## config.mk

```make
export PLATFORM = sky130hd
export DESIGN_NAME = app_service_frame_codec
export DESIGN_NICKNAME = d
export VERILOG_FILES = /design/src/design/frame_codec_pkg.sv /design/src/design/app_service_frame_codec.sv
export VERILOG_INCLUDE_DIRS = /design/src /design/src/design
export SDC_FILE = /design/constraint.sdc
export NUM_CORES = 1
export LEC_CHECK = 0
export CORE_MARGIN = 3
export CORE_UTILIZATION = 26
export DETAILED_ROUTE_END_ITERATION = 12
export DONT_BUFFER_PORTS = 1
export GPL_ROUTABILITY_DRIVEN = 1
export PLACE_DENSITY = 0.46
export SYNTH_ARGS = -nofsm -noshare
export SYNTH_HDL_FRONTEND = slang
export SYNTH_SLANG_ARGS = --single-unit
```

## constraint.sdc

```tcl
create_clock -name clk_sys -period 11.3 [get_ports clk_sys]
set_input_delay 0.565 -clock clk_sys [delete_from_list [all_inputs] [get_ports clk_sys]]
set_output_delay 0.565 -clock clk_sys [all_outputs]
set_load 0.05 [all_outputs]
```

## src/design/frame_codec_defines.svh

```systemverilog
`ifndef FRAME_CODEC_DEFINES_SVH
`define FRAME_CODEC_DEFINES_SVH
`define CHECK_MAGIC 16'h4242
`define TYPE_DATA 8'h00
`define TYPE_REMOTE 8'h02
`define TYPE_MEMORY 8'h03
`define TYPE_SAMPLE 8'h04
`define TYPE_DATA_ACK 8'h80
`define TYPE_REMOTE_RSP 8'h82
`define TYPE_MEMORY_RSP 8'h83
`define OPT_ACK_BIT 1
`define HDR_LEN 16'h0008
`define MAX_PAYLOAD 16'h05D4
`define SAMPLE_SRC_PORT 16'h0BEE
`define SAMPLE_SETS 8'h01
`endif

```

## src/design/frame_codec_pkg.sv

```systemverilog
package frame_codec_pkg;
    typedef struct packed {
        logic [7:0] data;
        logic last;
    } byte_beat_t;

    typedef struct packed {
        logic [15:0] dig_mask;
        logic [7:0] ana_mask;
        logic [15:0] dig_level;
        logic [7:0][9:0] ana_value;
    } sample_req_t;

    typedef struct packed {
        logic [31:0] dest_ip;
        logic [15:0] src_port;
    } udp_tag_t;
endpackage

```

## src/design/app_service_frame_codec.sv

```systemverilog
`timescale 1ns/1ns
`include "frame_codec_defines.svh"

// Behaviour
// [RULE1] Accept frame only if check words XOR 0x4242
// [RULE2] Sequence and pad bytes sent as zero
// [RULE3] Offset six byte selects frame type
// [RULE4] Options bit one requests acknowledgement, others zero
// [RULE5] Data frame payload from offset eight forwarded
// [RULE6] Acknowledge with type 0x80, zero options
// [RULE7] Client waits for acknowledgement before next command
// [RULE8] Client retransmits; device never retransmits itself
// [RULE9] Host tolerates duplicate payloads from retransmission
// [RULE10] Samples sent from port 0xBEE to destination
// [RULE11] Sample frame type 0x04, options zero
// [RULE12] Offset eight holds sample set count
// [RULE13] Offsets nine, ten hold digital mask
// [RULE14] Offset eleven holds analog enable mask
// [RULE15] Digital word present only when lines enabled
// [RULE16] Analog readings two bytes, MSB first
// [RULE17] Analog readings ascending after digital word
// [RULE18] Bad frames dropped silently, no acknowledgement
module app_service_frame_codec
    import frame_codec_pkg::*;
(
    input wire logic clk_sys,
    input wire logic nrst,
    input wire logic rx_valid,
    input wire frame_codec_pkg::byte_beat_t rx_beat,
    output logic rx_ready,
    output logic ser_valid,
    output frame_codec_pkg::byte_beat_t ser_beat,
    input wire logic ser_ready,
    input wire logic [31:0] destination_ip_setting,
    input wire logic sample_start,
    input wire frame_codec_pkg::sample_req_t sample_req,
    output logic sample_busy,
    output logic tx_valid,
    output frame_codec_pkg::byte_beat_t tx_beat,
    output frame_codec_pkg::udp_tag_t tx_tag,
    input wire logic tx_ready,
    output logic rx_drop_q
);
    import frame_codec_pkg::*;

    // Reset is released through two flops so that release is clean.
    // Only the second flop is read by the rest of the design.
    logic rst_s1_q;
    logic rst_n_q;
    always_ff @(posedge clk_sys or negedge nrst) begin
        if (!nrst) begin
            rst_s1_q <= 1'b0;
            rst_n_q <= 1'b0;
        end else begin
            rst_s1_q <= 1'b1;
            rst_n_q <= rst_s1_q;
        end
    end

    // Receive parser. Header bytes are kept until offset 7 is known, so
    // a frame is judged before any payload reaches the serial side.
    logic [15:0] rx_cnt_q;
    logic [15:0] word0_q;
    logic [15:0] word1_q;
    logic [7:0] type_q;
    logic ack_req_q;
    logic good_q;
    logic ack_pend_q;

    // Two-entry skid buffer between parser and serial port.
    logic [1:0] buf_cnt_q;
    byte_beat_t buf_q [2];

    // Header decode. Only a good data frame may push payload or ask for
    // an ack, so a bad header never reaches either output.
    wire rx_fire = rx_valid && rx_ready;
    wire in_payload = rx_cnt_q >= `HDR_LEN;
    wire pay_ok = good_q && (type_q == `TYPE_DATA) &&
        (rx_cnt_q < (`HDR_LEN + `MAX_PAYLOAD));
    wire hdr_done = rx_fire && (rx_cnt_q == 16'd7);
    wire check_ok = ((word0_q ^ word1_q) == `CHECK_MAGIC); // [RULE1]
    wire type_ok = (type_q == `TYPE_DATA) || (type_q == `TYPE_REMOTE) ||
        (type_q == `TYPE_MEMORY); // [RULE3]
    wire frame_good = check_ok && type_ok; // [RULE18]
    wire push = rx_fire && in_payload && pay_ok; // [RULE5]
    wire pop = ser_valid && ser_ready;
    wire [1:0] buf_cnt_d = buf_cnt_q + {1'b0, push} - {1'b0, pop};
    wire ack_fire_ok = rx_fire && rx_beat.last && (good_q ||
        (rx_cnt_q == 16'd7 && frame_good)) &&
        (rx_cnt_q == 16'd7 ? (type_q == `TYPE_DATA) && rx_beat.data[1]
        : (type_q == `TYPE_DATA) && ack_req_q); // [RULE4]

    // Parser counter and captured header fields.
    // Reserved header bytes are not checked on receive.
    always_ff @(posedge clk_sys or negedge rst_n_q) begin
        if (!rst_n_q) begin
            rx_cnt_q <= 16'h0000;
            word0_q <= 16'h0000;
            word1_q <= 16'h0000;
            type_q <= 8'h00;
            ack_req_q <= 1'b0;
            good_q <= 1'b0;
        end else if (rx_fire) begin
            rx_cnt_q <= rx_beat.last ? 16'h0000 : rx_cnt_q + 16'h0001;
            case (rx_cnt_q)
                16'd0: word0_q[15:8] <= rx_beat.data;
                16'd1: word0_q[7:0] <= rx_beat.data;
                16'd2: word1_q[15:8] <= rx_beat.data;
                16'd3: word1_q[7:0] <= rx_beat.data;
                16'd6: type_q <= rx_beat.data;
                16'd7: begin
                    ack_req_q <= rx_beat.data[`OPT_ACK_BIT]; // [RULE4]
                    good_q <= frame_good; // [RULE1]
                end
                default: ;
            endcase
            if (rx_beat.last) begin
                good_q <= 1'b0;
            end
        end
    end

    // Drop flag pulses for one cycle when a header fails the checks.
    // Frames that end before the options byte are dropped without it.
    always_ff @(posedge clk_sys or negedge rst_n_q) begin
        if (!rst_n_q) begin
            rx_drop_q <= 1'b0;
        end else begin
            rx_drop_q <= hdr_done && !frame_good; // [RULE18]
        end
    end

    // Skid buffer storage; the head entry always sits at index 0.
    // A write lands behind whichever entry survives this cycle's pop.
    always_ff @(posedge clk_sys or negedge rst_n_q) begin
        if (!rst_n_q) begin
            buf_cnt_q <= 2'd0;
            buf_q[0] <= '0;
            buf_q[1] <= '0;
        end else begin
            if (pop) begin
                buf_q[0] <= buf_q[1];
            end
            if (push) begin
                buf_q[(buf_cnt_q - {1'b0, pop}) == 2'd0 ? 0 : 1] <= rx_beat;
            end
            buf_cnt_q <= buf_cnt_d;
        end
    end

    // Serial output registered from the buffer head.
    // Popping the only entry leaves a bubble; it costs rate, not data.
    always_ff @(posedge clk_sys or negedge rst_n_q) begin
        if (!rst_n_q) begin
            ser_valid <= 1'b0;
            ser_beat <= '0;
        end else if (!ser_valid || ser_ready) begin
            ser_valid <= 1'b0;
            if (buf_cnt_q != 2'd0 && !(pop && buf_cnt_q == 2'd1)) begin
                ser_valid <= 1'b1;
                ser_beat <= pop ? buf_q[1] : buf_q[0];
            end
        end
    end

    // Transmit sequencer. Acks take priority over sample reports; the
    // device never resends on its own. [RULE8]
    typedef enum logic [1:0] {TX_IDLE, TX_ACK, TX_SAMPLE} tx_state_t;
    tx_state_t tx_state_q;
    logic [5:0] tx_idx_q;
    logic [5:0] tx_len_q;
    sample_req_t samp_q;
    logic [7:0][9:0] ana_sel;
    logic [3:0] ana_cnt;
    logic [7:0] tx_byte;

    // Pack enabled channel values in ascending order. [RULE17]
    // A channel's slot is the count of enabled channels below it.
    always_comb begin
        ana_sel = '0;
        ana_cnt = 4'd0;
        for (int i = 0; i < 8; i++) begin
            if (samp_q.ana_mask[i]) begin
                ana_sel[ana_cnt[2:0]] = samp_q.ana_value[i];
                ana_cnt = ana_cnt + 4'd1;
            end
        end
    end

    // Only the first check word is nonzero, so the XOR test passes.
    wire [15:0] check_const = `CHECK_MAGIC; // [RULE1]

    // Sample frame layout: readings start at offset 14 when the digital
    // word is present and at offset 12 otherwise.
    wire dig_on = samp_q.dig_mask != 16'h0000; // [RULE15]
    wire [5:0] ana_base = dig_on ? 6'd14 : 6'd12;
    wire [5:0] ana_off = tx_idx_q - ana_base;
    wire [9:0] ana_word = ana_sel[ana_off[3:1]];

    // Byte at the current index of the frame being sent.
    // Offsets from 12 on depend on which fields the request enables.
    always_comb begin
        case (tx_idx_q)
            6'd0: tx_byte = check_const[15:8]; // [RULE1]
            6'd1: tx_byte = check_const[7:0];
            6'd2, 6'd3, 6'd4, 6'd5, 6'd7: tx_byte = 8'h00; // [RULE2]
            6'd6: tx_byte = (tx_state_q == TX_ACK) ? `TYPE_DATA_ACK
                : `TYPE_SAMPLE; // [RULE6] [RULE11]
            6'd8: tx_byte = `SAMPLE_SETS; // [RULE12]
            6'd9: tx_byte = samp_q.dig_mask[15:8]; // [RULE13]
            6'd10: tx_byte = samp_q.dig_mask[7:0];
            6'd11: tx_byte = samp_q.ana_mask; // [RULE14]
            default: begin
                if (dig_on && tx_idx_q == 6'd12) begin
                    tx_byte = samp_q.dig_level[15:8]; // [RULE15]
                end else if (dig_on && tx_idx_q == 6'd13) begin
                    tx_byte = samp_q.dig_level[7:0];
                end else if (!ana_off[0]) begin
                    tx_byte = {6'h00, ana_word[9:8]}; // [RULE16]
                end else begin
                    tx_byte = ana_word[7:0];
                end
            end
        endcase
    end

    // The output stage moves when empty or drained; a frame ends when its
    // last byte is loaded; only the end of an ack frame releases a pending ack.
    wire tx_adv = !tx_valid || tx_ready;
    wire [5:0] samp_len = ana_base + {1'b0, ana_cnt, 1'b0};
    wire tx_end = tx_adv && (tx_idx_q == tx_len_q - 6'd1);
    wire ack_clr = (tx_state_q == TX_ACK) && tx_end;
    wire ack_pend_d = ack_fire_ok || (ack_pend_q && !ack_clr); // [RULE6]

    // Accept is registered from next-state values, so the source sees a
    // flop while the timing matches a combinational accept.
    always_ff @(posedge clk_sys or negedge rst_n_q) begin
        if (!rst_n_q) begin
            rx_ready <= 1'b0;
        end else begin
            rx_ready <= (buf_cnt_d != 2'd2) && !ack_pend_d;
        end
    end

    // Frame sequencer state.
    // A sample report waits in idle while an ack is pending.
    always_ff @(posedge clk_sys or negedge rst_n_q) begin
        if (!rst_n_q) begin
            tx_state_q <= TX_IDLE;
            tx_idx_q <= 6'd0;
            tx_len_q <= 6'd0;
            samp_q <= '0;
            ack_pend_q <= 1'b0;
            sample_busy <= 1'b0;
        end else begin
            ack_pend_q <= ack_pend_d; // [RULE6]
            if (sample_start && !sample_busy) begin
                samp_q <= sample_req;
                sample_busy <= 1'b1;
            end
            case (tx_state_q)
                TX_IDLE: begin
                    tx_idx_q <= 6'd0;
                    if (ack_pend_q) begin
                        tx_state_q <= TX_ACK;
                        tx_len_q <= 6'd8; // [RULE6]
                    end else if (sample_busy) begin
                        tx_state_q <= TX_SAMPLE;
                        tx_len_q <= samp_len;
                    end
                end
                TX_ACK, TX_SAMPLE: begin
                    if (tx_adv) begin
                        tx_idx_q <= tx_idx_q + 6'd1;
                        if (tx_idx_q == tx_len_q - 6'd1) begin
                            tx_state_q <= TX_IDLE;
                            if (tx_state_q == TX_SAMPLE) begin
                                sample_busy <= 1'b0;
                            end
                        end
                    end
                end
                default: tx_state_q <= TX_IDLE;
            endcase
        end
    end

    // Registered transmit stream and datagram tag.
    // The tag moves only with the stage, so it stands with its byte.
    always_ff @(posedge clk_sys or negedge rst_n_q) begin
        if (!rst_n_q) begin
            tx_valid <= 1'b0;
            tx_beat <= '0;
            tx_tag <= '0;
        end else if (tx_adv) begin
            tx_valid <= tx_state_q != TX_IDLE;
            tx_beat.data <= tx_byte;
            tx_beat.last <= tx_idx_q == tx_len_q - 6'd1;
            tx_tag.src_port <= `SAMPLE_SRC_PORT; // [RULE10]
            tx_tag.dest_ip <= destination_ip_setting;
        end
    end
endmodule

```

==> results of run 1 <==
logic make-up after synthesis:
| group | Yosys count | share of synthesized area (%) |
|---|---|---|
| AND/OR/NAND/NOR | 594 | 16.6 |
| AO/OA/AOI/OAI | 466 | 19.0 |
| flip-flops | 270 | 39.2 |
| multiplexers | 235 | 14.9 |
| buffers and inverters | 211 | 5.03 |
| XOR/XNOR | 51 | 3.19 |
| adder cells (fa/ha/maj) | 28 | 2.08 |
| other | 2 | 0.0436 |
sequential cells by signal (all words and copies together), names as in the netlist, 8 cells and up, named ones only:
signal / count
samp_q: 120
tx_tag: 33
rx_cnt_q: 16
word0_q: 16
word1_q: 16
buf_q: 9
ser_beat: 9
tx_beat: 9
type_q: 8
routing by layer:
metal	track usage [%]	share of wire, %	up-vias
li1	-	-	6644
met3	3.62	6.8	101
met4	6.30	3.2	8
met5	0	0.067	-
met1	23.4	42	7389
met2	30.6	48	566
cell usage after synthesis, drive strengths merged (22+ instances only):
| master | number |
|---|---|
| nor2 | 112 |
| clkbuf | 110 |
| buf | 58 |
| nand3 | 33 |
| mux2i | 61 |
| inv | 42 |
| a32o | 23 |
| nand4 | 33 |
| nor3 | 33 |
| a221oi | 32 |
| a32oi | 25 |
| o211ai | 34 |
| nor4 | 26 |
| o21ai | 92 |
| nand2b | 22 |
| mux2 | 174 |
| dfrtp | 270 |
| ha | 27 |
| a21oi | 89 |
| nand2 | 243 |
| xnor2 | 26 |
stage by stage:
step / util [%] / setup WS [ns] / area, um^2 / instances / hold slack [ns]
floorplan: - / 3.22 / 17300 / 1863 / 0.269
global placement: 27.6 / 3.23 / 18000 / 2584 / 0.185
detailed placement: 27.6 / 2.98 / 18000 / 2584 / 0.185
CTS: 29.4 / 2.95 / 19100 / 2648 / 0.0829
global route: 29.4 / 2.27 / 19100 / 2648 / 0.0968
finish: 29.4 / 2.70 / 19100 / 2649 / 0.123
timing repair:
action	CTS	global route
gates resized for setup	0	0
hold buffers	1	0
hold endpoints to repair	2	0
worst paths after layout:
path                            cells past startpoint                      to              startpoint  slack (ns)
worst min register to register                      0               async pin       rst_n_q$_DFF_PN0_        0.18
min in group asynchronous                           0               async pin       rst_n_q$_DFF_PN0_        0.18
worst min-delay path                                1      good_q$_DFFE_PN0P_              rx_beat[0]        0.12
worst max register to register                     23  tx_beat[4]$_DFFE_PN0P_  samp_q[96]$_DFFE_PN0P_        2.70
worst max-delay path                               23  tx_beat[4]$_DFFE_PN0P_  samp_q[96]$_DFFE_PN0P_        2.70
max in group asynchronous                           2   tx_tag[1]$_DFFE_PN0P_       rst_n_q$_DFF_PN0_        9.12
cell type report:
class | instances | area [um^2] | share of cell area, %
multi-input cells | 1382 | 9710 | 50.7
repair buffers | 35 | 265 | 1.39
flip-flops and latches | 270 | 6760 | 35.4
clock buffers | 53 | 1020 | 5.36
well taps | 855 | 1070 | 5.59
clock inverters | 10 | 133 | 0.693
inverters | 43 | 166 | 0.870
diodes | 1 | 2.50 | 0.0131
==> impl_metrics.yaml, run 1 <==
run_status:
  outcome: "completed"
timing:
  relSlewSlack_pct: 8.20
  hold_viol: 0
  finalCritPeriodShare_pct: 76.1
  min_period_ns: 8.60
  tns_ns: 0
  slew_violations: 0
  skew_ns: 0.0232
  timing.fmax_ghz: 0.116
  grt_setup_unrepaired: "no"
  setup-violations-final: 0
  tightestPinTransition_ns: 1.38
global_route:
  grt_start_max_net_pins: 81
  grt_first_pass_wirelength_mm: 97.4
  antenna_found_initial: 5
  grt_overflow: 0
  grtUsageTotal_pct: 18.3
  grt_pass1_vias: 14600
hold_path:
  min_path_type: "input port to flop"
synthesis:
  syn-cell-area_um2: 17200
  syn_avg_cell_area_um2: 9.28
  synthFlopType: "dfrtp_1"
  ys_ff_latch: 270
  synth_edf_count: 0
  yosysTopAreaCell: "dfrtp_1"
  synth_cell_type_count: 85
  netlist.area_leader.share_pct: 39.2
  ys_warn_count: 0
  synthCells: 1857
  synthArstFlopShare_pct: 100
  yosys-top-cells-area: "dfrtp_1 (39%), mux2_2 (11%), nand2_1 (5.3%), mux2i_1 (3.5%), o21ai_0 (2.6%)"
  yosysSeqAreaShare_pct: 39.2
floorplan:
  ios: 238
  die_x_um: 264
  core_um2: 65000
  start_util_pct: 26.5
  num_rows: 93
  die_area_um2: 69400
  die_height_um: 264
route:
  post_drt_wl_per_cell_um: 24.7
  via_count: 14700
  viasPerCell: 5.55
  drt_iter0_markers: 1366
  drc: 0
  wl_mm: 65.4
  antenna_left: 0
  dr.pass1.iters: 7
run:
  maxCapViolCount: 0
placement:
  place.gp.congestion: 0.950
  post-dp-hpwl_mm: 49.7
  io_buffers: 0
clock_tree:
  cts_tree: "built"
  root_buffer: "clkbuf_16"
  postCtsSetupBuffers: 0
  path_clk_slew_ns: 0.06
  cts-htree-levels: 2
  cts_buffers: 35
  cts_sinks: 270
  clockBufferDepth: 3
  clkLatencyLatePin_ns: 0.56
cells_and_area:
  layout_commonest_cell: "dfrtp_1"
  layout-drive-gt1-share_pct: 16.3
  final_cell_mix: "dfrtp_1 (268), nand2_1 (243), mux2_2 (174)"
  fill_cells: 6787
  finalNetCount: 1962
  syn2layout_area_growth_pct: 11.0
worst_setup_path:
  cpMaxStageDelayCell: "nor4_1"
  crit_chain: "inv_1 -> fa_1 -> inv_1 -> ha_1 -> nand2b_1 -> o21a_1 -> ha_1 -> nor2b_1 -> a311oi_1 -> ha_1 -> nand2_1 -> a21boi_1 -> inv_1 -> ha_1 -> nand2_1 -> xnor3_1 -> xnor2_1 -> nor4_1 -> nor3_1 -> o211ai_1 -> nand4_1 -> or4_1 -> a221oi_1"
  cp_top_family: "simple AND/OR/NAND/NOR gates"
  arrival_ns: 9.05
  cp_max_fo: 25
  cp_num_buf_inv: 3
  worst-setup-path-type: "flop to flop"
  crit_required_ns: 11.75
  end_kind: "flop"
  slowest_delay_ns: 1.10
  crit_top_cell: "ha_1"
  startpoint_type: "flop"
Power of run 1 is not shown: default switching activity piles up to over one toggle a cycle in this logic, so the estimate is an artifact.
==> run 2, diff against run 1 <==
Clock period 11.3 ns to 8.2 ns, I/O delays scaled along.
==> impl_metrics.yaml, run 2 (synthesis results as in run 1) <==
global_route:
  grtUsageTotal_pct: 18.4
  antenna_found_initial: 8
  grt_overflow: 0
  grt_first_pass_wirelength_mm: 99.3
  grt_pass1_vias: 15600
  grt_start_max_net_pins: 76
route:
  viasPerCell: 5.47
  via_count: 15400
  antenna_left: 0
  wl_mm: 65.3
  dr.pass1.iters: 8
  drt_iter0_markers: 1413
  post_drt_wl_per_cell_um: 23.2
  drc: 0
cells_and_area:
  fill_cells: 6720
  multi_input_area_um2: 9700
  finalNetCount: 2128
  layout-drive-gt1-share_pct: 15.4
  final_cell_mix: "dfrtp_1 (268), nand2_1 (243), mux2_2 (174)"
  largest_register: "samp_q"
  regArea_um2: 6760
  largest_reg_flops: 120
  reg_top3: "samp_q x120, tx_tag x33"
  layout_commonest_cell: "dfrtp_1"
  syn2layout_area_growth_pct: 21.0
timing:
  setup-violations-final: 0
  tightestPinTransition_ns: 1.16
  timing.fmax_ghz: 0.134
  min_period_ns: 7.49
  skew_ns: 0.0357
  hold_viol: 0
  finalCritPeriodShare_pct: 91.3
  tns_ns: 0
  relSlewSlack_pct: 21.9
  grt_setup_unrepaired: "no"
  slew_violations: 0
worst_setup_path:
  cpMaxStageDelayCell: "nor4_2"
  startpoint: "samp_q[96]$_DFFE_PN0P_"
  startpoint_type: "flop"
  cp_max_fo: 17
  slowest_delay_ns: 0.80
  crit_required_ns: 8.65
  crit_chain: "inv_1 -> fa_1 -> buf_4 -> inv_1 -> ha_1 -> nand2b_1 -> o21a_1 -> ha_1 -> nor2b_1 -> a311oi_1 -> ha_1 -> nand2_1 -> a21boi_1 -> inv_1 -> ha_1 -> nand2_1 -> xnor3_1 -> xnor2_1 -> nor4_2 -> nor3_1 -> o211ai_1 -> nand4_1 -> or4_1 -> a221oi_1"
  crit_top_cell: "ha_1"
  arrival_ns: 7.94
  r2r_start: "samp_q[96]$_DFFE_PN0P_"
  worst-setup-path-type: "flop to flop"
  end_kind: "flop"
floorplan:
  start_util_pct: 26.5
  die_x_um: 264
  die_area_um2: 69400
  ios: 238
  num_rows: 93
  die_height_um: 264
  core_um2: 65000
clock_tree:
  cts_buffers: 34
  cts_tree: "built"
  clkLatencyLatePin_ns: 0.57
  path_clk_slew_ns: 0.06
  postCtsResizedCells: 0
  root_buffer: "clkbuf_16"
  postCtsSetupBuffers: 0
  cts_sinks: 270
  clockBufferDepth: 3
  cts-htree-levels: 2
placement:
  place.gp.congestion: 0.934
  post-dp-hpwl_mm: 48.0
  io_buffers: 0
run:
  maxCapViolCount: 0
hold_path:
  hp-start: "rx_beat[1]"
  min_path_type: "input port to flop"
run_status:
  outcome: "completed"
run 2: area by class of cell:
type                    instances  area share (%)
repair buffers                202            9.23
well taps                     855            5.13
diodes                          3          0.0360
multi-input cells            1382            46.5
clock buffers                  44            4.60
inverters                      43           0.798
flip-flops and latches        270            32.4
clock inverters                16            1.24
run 2: per-stage QoR:
step           hold WS [ns]  util (%)  cell area [um^2]  std cells  setup WS (ns)
6_report             0.0414      32.1             20900       2815          0.714
5_1_grt              0.0320      32.1             20900       2814          0.204
4_1_cts            0.000438      32.0             20800       2812          0.800
3_5_place_dp          0.114      27.7             18000       2589          0.841
3_3_place_gp          0.114      27.7             18000       2589           1.08
2_1_floorplan         0.114         -             17300       1863          0.118
run 2: worst max-delay path, delay by kind of cell, from the launching register on:
kind | cells | cell delay [ns]
and+or+nand+nor | 8 | 2.31
adders and majority gates | 5 | 1.81
AOI/OAI and AO/OA | 5 | 1.71
buffers and inverters | 4 | 0.61
xor gates and xnor gates | 2 | 0.57
DFF | 1 | 0.35
run 2: metal layers:
metal	vias to the layer above	share of wire [%]	GRT usage [%]
li1	6996	-	-
met1	7666	42	23.5
met2	577	47	30.4
met3	139	6.5	3.43
met4	8	4.2	7.70
met5	-	0.064	0
run 2: path summary, 6_finish.rpt:
path | cells past startpoint | slack (ns) | endpoint
hold / removal | 2 | 0.04 | buf_q[10]$_DFF_PN0_
max in group asynchronous | 1 | 6.21 | samp_q[82]$_DFFE_PN0P_
hold reg to reg | 0 | 0.36 | rst_n_q$_DFF_PN0_
setup reg to reg | 24 | 0.71 | tx_beat[4]$_DFFE_PN0P_
setup / recovery | 24 | 0.71 | tx_beat[4]$_DFFE_PN0P_
min in group asynchronous | 1 | 0.09 | rst_n_q$_DFF_PN0_
run 2: repair_timing:
| action | 4_1_cts | 5_1_grt |
|---|---|---|
| endpoints found under the setup margin | 0 | 0 |
| hold endpoints to repair | 212 | 0 |
| hold buffers | 163 | 0 |
Power of run 2 is left out for the same reason.
==> run 3, diff against run 2 <==
Settings changed: ABC_AREA from default to 1.
==> impl_metrics.yaml, run 3 <==
run_status:
  outcome: "completed"
synthesis:
  ys_ff_latch: 270
  synthCells: 2613
  synth_commonest_cells: "nand2_1 (782), nand3_1 (308), dfrtp_1 (270)"
  yosysSeqAreaShare_pct: 37.9
  yosys-top-cells-area: "dfrtp_1 (38%), nand2_1 (16%), nand3_1 (8.6%), inv_1 (5.5%), o21ai_0 (4.9%)"
  synth_cell_type_count: 52
  netlist.area_leader.share_pct: 37.9
  syn-cell-area_um2: 17800
  synthFlopType: "dfrtp_1"
  yosysMostFrequentCell: "nand2_1"
  syn_avg_cell_area_um2: 6.82
  yosysTopAreaCell: "dfrtp_1"
  ys_warn_count: 0
  synth_edf_count: 0
  synthArstFlopShare_pct: 100
placement:
  dpl_worst_slack_ns: 1.51
  io_buffers: 0
  post-dp-hpwl_mm: 55.5
  place.gp.congestion: 0.934
route:
  drc: 0
  viasPerCell: 5.15
  top_layer: "met5"
  antenna_left: 0
  dr.pass1.iters: 6
  via_count: 18400
  post_drt_wl_per_cell_um: 20.4
  dr_wl_met3_mm: 5.09
  drt_iter0_markers: 1748
  wl_met2_mm: 33.3
  wl_met1_mm: 31.7
  wl_mm: 72.9
timing:
  postLayoutSetupSlackWorst_ns: 1.44
  setup-violations-final: 0
  timing.fmax_ghz: 0.148
  grt_setup_unrepaired: "no"
  min_period_ns: 6.76
  skew_ns: 0.0234
  finalCritPeriodShare_pct: 82.5
  hold_viol: 0
  slew_violations: 0
  relSlewSlack_pct: 23.9
  tns_ns: 0
  tightestPinTransition_ns: 1.14
cells_and_area:
  syn2layout_area_growth_pct: 17.9
  finalNetCount: 2870
  fin_util_pct: 31.2
  fill_cells: 7392
  layout_commonest_cell: "nand2_1"
  largest_reg_flops: 120
  reg_top3: "samp_q x120, tx_tag x33"
  largest_register: "samp_q"
  final_cell_mix: "nand2_1 (781), nand3_1 (308), dfrtp_1 (268)"
  layout-drive-gt1-share_pct: 5.88
worst_setup_path:
  cpMaxStageDelayCell: "dfrtp_1"
  arrival_ns: 7.25
  crit_top_cell: "nand2_1"
  reg2reg_to: "tx_beat[7]$_DFFE_PN0P_"
  crit_required_ns: 8.69
  worst-setup-path-type: "flop to flop"
  ff2ff_path_depth: 30
  end_kind: "flop"
  cp_max_fo: 16
  slowest_delay_ns: 0.56
  r2r_start: "samp_q[96]$_DFFE_PN0P_"
  r2r_setup_slack_ns: 1.44
  startpoint_type: "flop"
floorplan:
  die_x_um: 268
  num_rows: 95
  ios: 238
  die_height_um: 268
  die_area_um2: 71800
  start_util_pct: 26.4
  core_um2: 67500
clock_tree:
  cts_tree: "built"
  cts-htree-levels: 2
  cts_buffers: 37
  clkLatencyLatePin_ns: 0.58
  path_clk_slew_ns: 0.06
  clockBufferDepth: 3
  postCtsResizedCells: 0
  root_buffer: "clkbuf_16"
  cts_sinks: 270
global_route:
  grt_start_max_net_pins: 77
  grt_first_pass_wirelength_mm: 110
  grtUsageTotal_pct: 20.0
  grt_overflow: 0
  grt_pass1_vias: 18400
  antenna_found_initial: 7
hold_path:
  min_path_type: "input port to flop"
  hp-start: "sample_req[77]"
  hold_depth: 2
  hold_path_end: "samp_q[77]$_DFFE_PN0P_"
run:
  maxCapViolCount: 0
run 3: cell types whose count changed in the layout (fill, tap and decap cells not counted), moves of 63 or more:
cell / change
inv_1: +219
o21ai_0: +83
nor2_1: +73
nand3_1: +276
mux2_2: -145
nand2_1: +538
a21oi_1: +63
run 3: logic make-up (layout without fill, tap and decap cells):
| family | after synthesis | in the layout | synth area share, % |
|---|---|---|---|
| xor+xnor | 23 | 23 | 1.13 |
| fa+ha+maj | 28 | 28 | 2.01 |
| flops | 270 | 270 | 37.9 |
| compound gates | 454 | 454 | 14.1 |
| mux | 29 | 29 | 1.83 |
| buf+inv | 405 | 489 | 9.18 |
| simple gates | 1402 | 1402 | 33.9 |
| other cells | 2 | 11 | 0.0421 |
run 3: final cells by class:
class                           instances  area [um^2]  share of cell area [%]
Inverter                              281         1050                    5.02
Sequential cell                       270         6760                    32.2
Antenna cell                            3         7.51                  0.0357
Timing Repair Buffer                  141         1370                    6.53
Clock inverter                         19          235                    1.12
Clock buffer                           48         1030                    4.89
Tap cell                              873         1090                    5.19
Multi-Input combinational cell       1944         9480                    45.1
run 3: how the worst max path moves through the flow:
stage	start	to	slack [ns]	cells after the start
5_1_grt	samp_q[96]$_DFFE_PN0P_	tx_beat[6]$_DFFE_PN0P_	0.93	30
3_3_place_gp	samp_q[96]$_DFFE_PN0P_	tx_beat[7]$_DFFE_PN0P_	1.68	30
2_1_floorplan	rst_n_q$_DFF_PN0_	async pin	0.12	0
4_1_cts	samp_q[96]$_DFFE_PN0P_	tx_beat[7]$_DFFE_PN0P_	1.47	30
3_5_place_dp	samp_q[96]$_DFFE_PN0P_	tx_beat[7]$_DFFE_PN0P_	1.51	30
6_report	samp_q[96]$_DFFE_PN0P_	tx_beat[7]$_DFFE_PN0P_	1.44	30
run 3: worst max-delay path: cells and delay by family (launching register included):
kind,cells,cell delay (ns)
simple gates,16,3.00
compound gates,3,0.37
flops,1,0.56
buf+inv,6,1.22
fa+ha+maj,5,1.52
run 3: metrics by stage:
stage / area [um^2] / std cells / hold slack [ns]
5_1_grt: 21000 / 3577 / 0.00681
2_1_floorplan: 17900 / 2619 / 0.114
6_report: 21000 / 3579 / 0.0179
3_5_place_dp: 18500 / 3383 / 0.115
4_1_cts: 21000 / 3576 / 0.000452
3_3_place_gp: 18500 / 3383 / 0.115
run 3: metal layers:
metal / up-vias / GRT usage, %
met2: 672 / 32.1
met1: 8872 / 26.7
met3: 159 / 3.67
li1: 8715 / -
met4: 6 / 7.68
met5: - / 0
run 3: repair_timing:
action / 4_1_cts / 5_1_grt
endpoints found under the hold margin: 127 / 0
setup endpoints to repair: 0 / 0
buffers inserted: 0 / 0
hold buffers: 126 / 0
Power of run 3 is left out for the same reason.
